<file path="src/inc/wake_ctrl_pkg.sv">
// Package for the secondary processor wake-up gating block
package wake_ctrl_pkg;

	// ****************************************************************
	// Wake gating states
	// ****************************************************************
	typedef enum logic [1:0]
	{
		ST_HALTED,
		ST_RUNNING,
		ST_RESTART
	} wake_state_e;

	// ****************************************************************
	// Message strobes from the local interrupt unit
	// ****************************************************************
	typedef struct packed
	{
		logic restart_msg;
		logic wake_message;
	} msg_in_s;

	// Run status toward the core
	typedef struct packed
	{
		logic fetch_enable;
		logic restart_core;
		logic restart_pending;
	} core_ctl_s;

	localparam logic [2:0] CORE_CTL_RESET = 3'h0;
	localparam logic [1:0] SYNC_RESET     = 2'h0;

endpackage : wake_ctrl_pkg

</file>
<file path="src/logic/secondary_cpu_wakeup_control.sv">
// Wake-up and warm-restart gating for a processor core
// Summary of operation
// - After hard reset or warm restart a secondary halts, no reset-vector fetch.
// - Secondary leaves the halted state only on a wake message.
// - Warm-restart pin and warm-restart message both count as warm restart.
// - Warm-restart message while halted is held pending until wake arrives.
// - After wake, restarts are acted on and further wakes discarded.
// - Wakes stay ignored until hard reset or warm restart rearms them.
// - A primary processor ignores every wake message without state change.
module secondary_cpu_wakeup_control
	import wake_ctrl_pkg::*;
(
	// Clock and reset
	input  wire logic                     clk_sys,
	input  wire logic                     reset_n,
	// Role and warm-restart pin
	input  wire logic                     secondary_role,
	input  wire logic                     restart_pin,
	// Message strobes
	input  wire wake_ctrl_pkg::msg_in_s   msg_in,
	// Core control
	output logic                          fetch_enable,
	output logic                          restart_core,
	output logic                          restart_pending
);
	import wake_ctrl_pkg::*;

	// ****************************************************************
	// Pin synchronisers
	// ****************************************************************
	logic [1:0]  pin_sync_reg;
	logic [1:0]  pin_sync_next;
	logic [1:0]  role_sync_reg;
	logic [1:0]  role_sync_next;
	logic        pin_prev_reg;
	logic        pin_prev_next;

	always_comb
	begin
		pin_sync_next  = {pin_sync_reg[0], restart_pin};
		role_sync_next = {role_sync_reg[0], secondary_role};
		pin_prev_next  = pin_sync_reg[1];
	end

	always_ff @(posedge clk_sys)
	begin
		if (!reset_n)
		begin
			pin_sync_reg  <= SYNC_RESET;
			pin_prev_reg  <= 1'b0;
		end
		else
		begin
			pin_sync_reg  <= pin_sync_next;
			pin_prev_reg  <= pin_prev_next;
		end
	end

	// Role sync runs through reset, settled at release
	always_ff @(posedge clk_sys)
	begin
		role_sync_reg <= role_sync_next;
	end

	logic is_secondary;
	logic pin_rise;
	logic warm_restart;

	assign is_secondary = role_sync_reg[1];
	assign pin_rise     = pin_sync_reg[1] & ~pin_prev_reg;
	// Pin edge and message are the same event
	assign warm_restart = pin_rise | msg_in.restart_msg;

	// ****************************************************************
	// Wake gating state machine
	// ****************************************************************
	wake_state_e state_reg;
	wake_state_e state_next;
	core_ctl_s   ctl_reg;
	core_ctl_s   ctl_next;

	always_comb
	begin
		state_next           = state_reg;
		ctl_next             = ctl_reg;
		ctl_next.restart_core = 1'b0;
		case (state_reg)
			ST_HALTED:
			begin
				ctl_next.fetch_enable = 1'b0;
				if (!is_secondary)
				begin
					// Primary role runs at once
					state_next            = ST_RUNNING;
					ctl_next.fetch_enable = 1'b1;
				end
				else if (pin_rise)
				begin
					// Pin restart re-enters the halt directly
					ctl_next.restart_core = 1'b1;
				end
				else if (msg_in.wake_message)
				begin
					state_next            = ST_RUNNING;
					ctl_next.fetch_enable = 1'b1;
					if (ctl_reg.restart_pending || msg_in.restart_msg)
					begin
						// Act on held restart, then halt again
						state_next              = ST_RESTART;
						ctl_next.fetch_enable   = 1'b0;
					end
				end
				else if (msg_in.restart_msg)
				begin
					ctl_next.restart_pending = 1'b1;
				end
			end
			ST_RUNNING:
			begin
				// Wakes are discarded here
				if (is_secondary && warm_restart)
				begin
					state_next            = ST_RESTART;
					ctl_next.fetch_enable = 1'b0;
				end
			end
			ST_RESTART:
			begin
				// Restart core, rearm wake; a new message stays pending
				ctl_next.restart_core    = 1'b1;
				ctl_next.restart_pending = msg_in.restart_msg;
				ctl_next.fetch_enable    = 1'b0;
				state_next               = ST_HALTED;
			end
			default:
			begin
				state_next = ST_HALTED;
				ctl_next   = CORE_CTL_RESET;
			end
		endcase
	end

	always_ff @(posedge clk_sys)
	begin
		if (!reset_n)
		begin
			state_reg <= ST_HALTED;
			ctl_reg   <= CORE_CTL_RESET;
		end
		else
		begin
			state_reg <= state_next;
			ctl_reg   <= ctl_next;
		end
	end

	assign fetch_enable    = ctl_reg.fetch_enable;
	assign restart_core    = ctl_reg.restart_core;
	assign restart_pending = ctl_reg.restart_pending;

	// ****************************************************************
	// Assertions
	// ****************************************************************
	a_halt_after_reset: assert property (@(posedge clk_sys)
		$rose(reset_n) |-> !fetch_enable)
		else $error("fetch enabled right after reset");

	a_wake_only_start: assert property (@(posedge clk_sys) disable iff (!reset_n)
		(state_reg == ST_HALTED && is_secondary && !msg_in.wake_message)
		|=> !fetch_enable)
		else $error("secondary ran without a wake");

	a_pending_held: assert property (@(posedge clk_sys) disable iff (!reset_n)
		(restart_pending && state_reg == ST_HALTED && !msg_in.wake_message && is_secondary)
		|=> restart_pending)
		else $error("pending restart lost while halted");

	a_wake_ignored_run: assert property (@(posedge clk_sys) disable iff (!reset_n)
		(state_reg == ST_RUNNING && !warm_restart) |=> state_reg == ST_RUNNING && fetch_enable)
		else $error("wake disturbed running core");

	a_restart_rearms: assert property (@(posedge clk_sys) disable iff (!reset_n)
		(state_reg == ST_RUNNING && is_secondary && warm_restart)
		|=> ##1 restart_core && state_reg == ST_HALTED)
		else $error("restart did not rearm wake");

	a_primary_runs: assert property (@(posedge clk_sys) disable iff (!reset_n)
		(state_reg == ST_RUNNING && !is_secondary) |=> fetch_enable)
		else $error("primary halted");

	a_pending_clears: assert property (@(posedge clk_sys) disable iff (!reset_n)
		(state_reg == ST_RESTART && !msg_in.restart_msg)
		|=> restart_core && !restart_pending)
		else $error("pending flag not cleared on restart");

	a_pin_counts: assert property (@(posedge clk_sys) disable iff (!reset_n)
		(state_reg == ST_RUNNING && is_secondary && pin_rise) |=> !fetch_enable)
		else $error("pin restart ignored");

	a_wake_starts_run: assert property (@(posedge clk_sys) disable iff (!reset_n)
		(state_reg == ST_HALTED && is_secondary && !pin_rise && msg_in.wake_message
			&& !restart_pending && !msg_in.restart_msg)
		|=> fetch_enable && state_reg == ST_RUNNING)
		else $error("wake did not start secondary");

	a_pending_acted: assert property (@(posedge clk_sys) disable iff (!reset_n)
		(state_reg == ST_HALTED && is_secondary && !pin_rise && msg_in.wake_message
			&& restart_pending)
		|=> !fetch_enable ##1 restart_core)
		else $error("held restart not acted on at wake");

	a_restart_no_queue: assert property (@(posedge clk_sys) disable iff (!reset_n)
		(state_reg == ST_HALTED && is_secondary && !pin_rise && !msg_in.wake_message
			&& msg_in.restart_msg)
		|=> restart_pending && !restart_core && !fetch_enable)
		else $error("restart message not held as one flag");

	a_primary_ignores: assert property (@(posedge clk_sys) disable iff (!reset_n)
		(state_reg == ST_RUNNING && !is_secondary && msg_in.wake_message)
		|=> state_reg == ST_RUNNING && fetch_enable && !restart_core)
		else $error("primary reacted to a wake");

endmodule : secondary_cpu_wakeup_control

</file>
<file path="config.mk">
export PLATFORM = sky130hd
export DESIGN_NAME = secondary_cpu_wakeup_control
export DESIGN_NICKNAME = d
export VERILOG_FILES = /design/src/inc/wake_ctrl_pkg.sv /design/src/logic/secondary_cpu_wakeup_control.sv
export SDC_FILE = /design/constraint.sdc
export NUM_CORES = 1
export LEC_CHECK = 0
export BUFFER_PORTS_ARGS = -buffer_cell sky130_fd_sc_hd__buf_4
export CORE_AREA = 2 2 39 41
export CTS_CLUSTER_DIAMETER = 150
export DETAILED_ROUTE_END_ITERATION = 7
export DIE_AREA = 0 0 41 43
export SLEW_MARGIN = 10
export SYNTH_ARGS = -nofsm -noshare
export SYNTH_HDL_FRONTEND = slang
export SYNTH_SLANG_ARGS = --single-unit
export TNS_END_PERCENT = 1
</file>
<file path="constraint.sdc">
create_clock -name clk_sys -period 1.7 [get_ports clk_sys]
set_input_delay 0.34 -clock clk_sys [delete_from_list [all_inputs] [get_ports clk_sys]]
set_output_delay 0.34 -clock clk_sys [all_outputs]
set_load 0.02 [all_outputs]
</file>
==> qor.txt <==
Filler cell count = 147
Max Clk Rate = 0.835 GHz
Share of the synthesized area in the top cell type = 53.2%
Post-synth top area cell = dfxtp_1
R2R depth = 3
Die Span Y = 43 um
Synth cell types = 17
Commonest cells in the netlist = dfxtp_1, inv_1, nand2_1, nand3_1
Gate Count Post-Synth = 37
Crit path to = state_reg[1]
Worst slew pin tran = 308 ps
Slew Limit Headroom = 79.2%
Max Cap Viol = 0
Count leader, synth = dfxtp_1
Nets = 56
Critical Path RT = 1850 ps
Total GRT Usage = 9.55%
Port bufs = 8
Fin. max-slew vios = 0
Static Leak = 0.208 nW
EDFF count, synth = 0
Clock Pin Slew Worst Setup and Hold Paths = 60 ps
Post-DRT Antenna Nets = 0
Inserted Clock Buffers = 3
Routability Congestion = 0.642
Worst R2R Setup Slack = 500 ps
Largest net degree at the start of global routing = 10
CTS Root Cell = clkbuf_4
Crit path buf inv count = 0
Register area share after synthesis = 53.2%
Synth Net Count = 43
Area grow syn2layout = 30.9%
Crit path launch = pin_sync_reg[1]
Total clock sinks = 10
CP arrival = 1350 ps
Worst setup SP type = register
CP Max Fanout = 3
Worst Setup End Kind = register
CP Class = reg -> reg
Unrepaired setup endpoints after global routing = false
TritonRoute pass-1 iters = 4
Synth area leaders = dfxtp_1, a2111oi_4, inv_1
DR iter-0 viols = 16
Initial Util = 27.2%
Residual DRC count = 0
VDD IR max = 0.000394 V
Mean post-synth cell area = 10.2 um^2
Dpl hpwl = 471 um
Worst Hold Class = in -> reg
Top Family by Delay on Critical Path = flip-flops
Clock period minus worst slack = 1200 ps
Fin. Hold Viols = 0
CTS Buffer Depth = 2
Remaining global-route overflow = 0
CP Cell Sequence = nand2b_4 -> a2111oi_4 -> and4b_1
FF-to-FF Start = pin_sync_reg[1]
Die area = 0.00176 mm^2
Cell Area, Synth = 377 um^2
Crit Reg-Reg Endpoint = state_reg[1]
Ports = 9
Initial antenna violation count = 0
Buffers inserted by post-CTS timing repair = 0
H-tree lvl count = 1
Share of cells above drive strength 1 = 30.6%
Asr flop ratio synth = 0%
Multi-input logic area = 158 um^2
Routed WL = 625 um
Pwr per Cell Area = 1150 mW/mm^2
Yosys reg bits = 10
Vias in the first global route = 292
First-pass GRT wire length = 1110 um
Setup TNS = 0 ps
Yosys warning total = 0
Core ar. = 0.00138 mm^2
Slowest library cell on the worst path = dfxtp_1
Latest clock arrival within the worst-skew pair = 260 ps
Rows = 14
Resize count post-CTS = 0
Reg area = 200 um^2
Max incr delay on CP = 390 ps
Via/cell ratio = 4.52
Core Util, Final = 35.6%
Total number of vias = 294
Hold buffers post-CTS = 0
Layout Skew = 8.60 ps
Critical path depth in cells = 3
Inserted Diodes = 0
Ys flop type = dfxtp_1
CTS tree = done
Status = completed
DR WL/cell = 9.62 um
Fin crit share = 70.4%
Chip Width = 41 um
Final setup fails = 0
==> through the flow <==
step           instance area (um^2)  hold WS, ps  setup slack (ps)  power (mW)  cells
5_1_grt                         493          170               413       0.594     65
4_1_cts                         493          178               475       0.570     65
6_report                        493          185               502       0.565     65
3_5_place_dp                    457          312               499       0.360     61
2_1_floorplan                   377          310               578       0.326     37
3_3_place_gp                    457          311               505       0.359     61
==> routing by layer <==
metal / vias to the layer above / track usage (%) / wire length (um)
li1: 152 / - / -
met1: 129 / 10.6 / 294
met2: 13 / 13.8 / 277
met3: 0 / 4.71 / 53
met4: 0 / 6.00 / 0
met5: - / 0 / 0
==> cell usage in the layout, fill, tap and decap left out <==
master      n
dfxtp_1    10
buf_4       8
inv_1       5
nand2_1     3
nand3_1     3
clkbuf_4    3
o21ai_0     2
a211oi_1    2
and2_1      2
nand3b_1    1
nand4_1     1
nor2_1      1
nand2b_4    1
a2111oi_4   1
o22ai_1     1
a21oi_1     1
and4b_1     1
a31oi_1     1
and2_2      1
clkbuf_8    1
==> power by group <==
part	leakage (nW)	switching [mW]	internal [mW]	total (mW)
Clock	0.0210	0.0813	0.130	0.211
Sequential	0.0828	0.0190	0.254	0.273
Combinational	0.104	0.0397	0.0407	0.0804
==> area by class of cell <==
class / instances / area share (%)
clock buffers: 4 / 7.36
inverters: 5 / 3.81
multi-input cells: 22 / 32.0
flip-flops and latches: 10 / 40.6
well taps: 16 / 4.06
repair buffers: 8 / 12.2
==> kinds of logic after synthesis <==
family | synth area share (%)
flops | 53.2
buf+inv | 4.98
compound gates | 18.6
simple gates | 23.3
==> worst min path at each step <==
stage	slack [ps]	cells after the start	from	to
global route	170	1	secondary_role	role_sync_reg[0]
finish	180	1	secondary_role	role_sync_reg[0]
detailed placement	310	0	role_sync_reg[0]	role_sync_reg[1]
CTS	180	1	secondary_role	role_sync_reg[0]
global placement	310	0	role_sync_reg[0]	role_sync_reg[1]
floorplan	310	0	role_sync_reg[0]	role_sync_reg[1]
No activity file was read; power rests on OpenSTA's default activity.
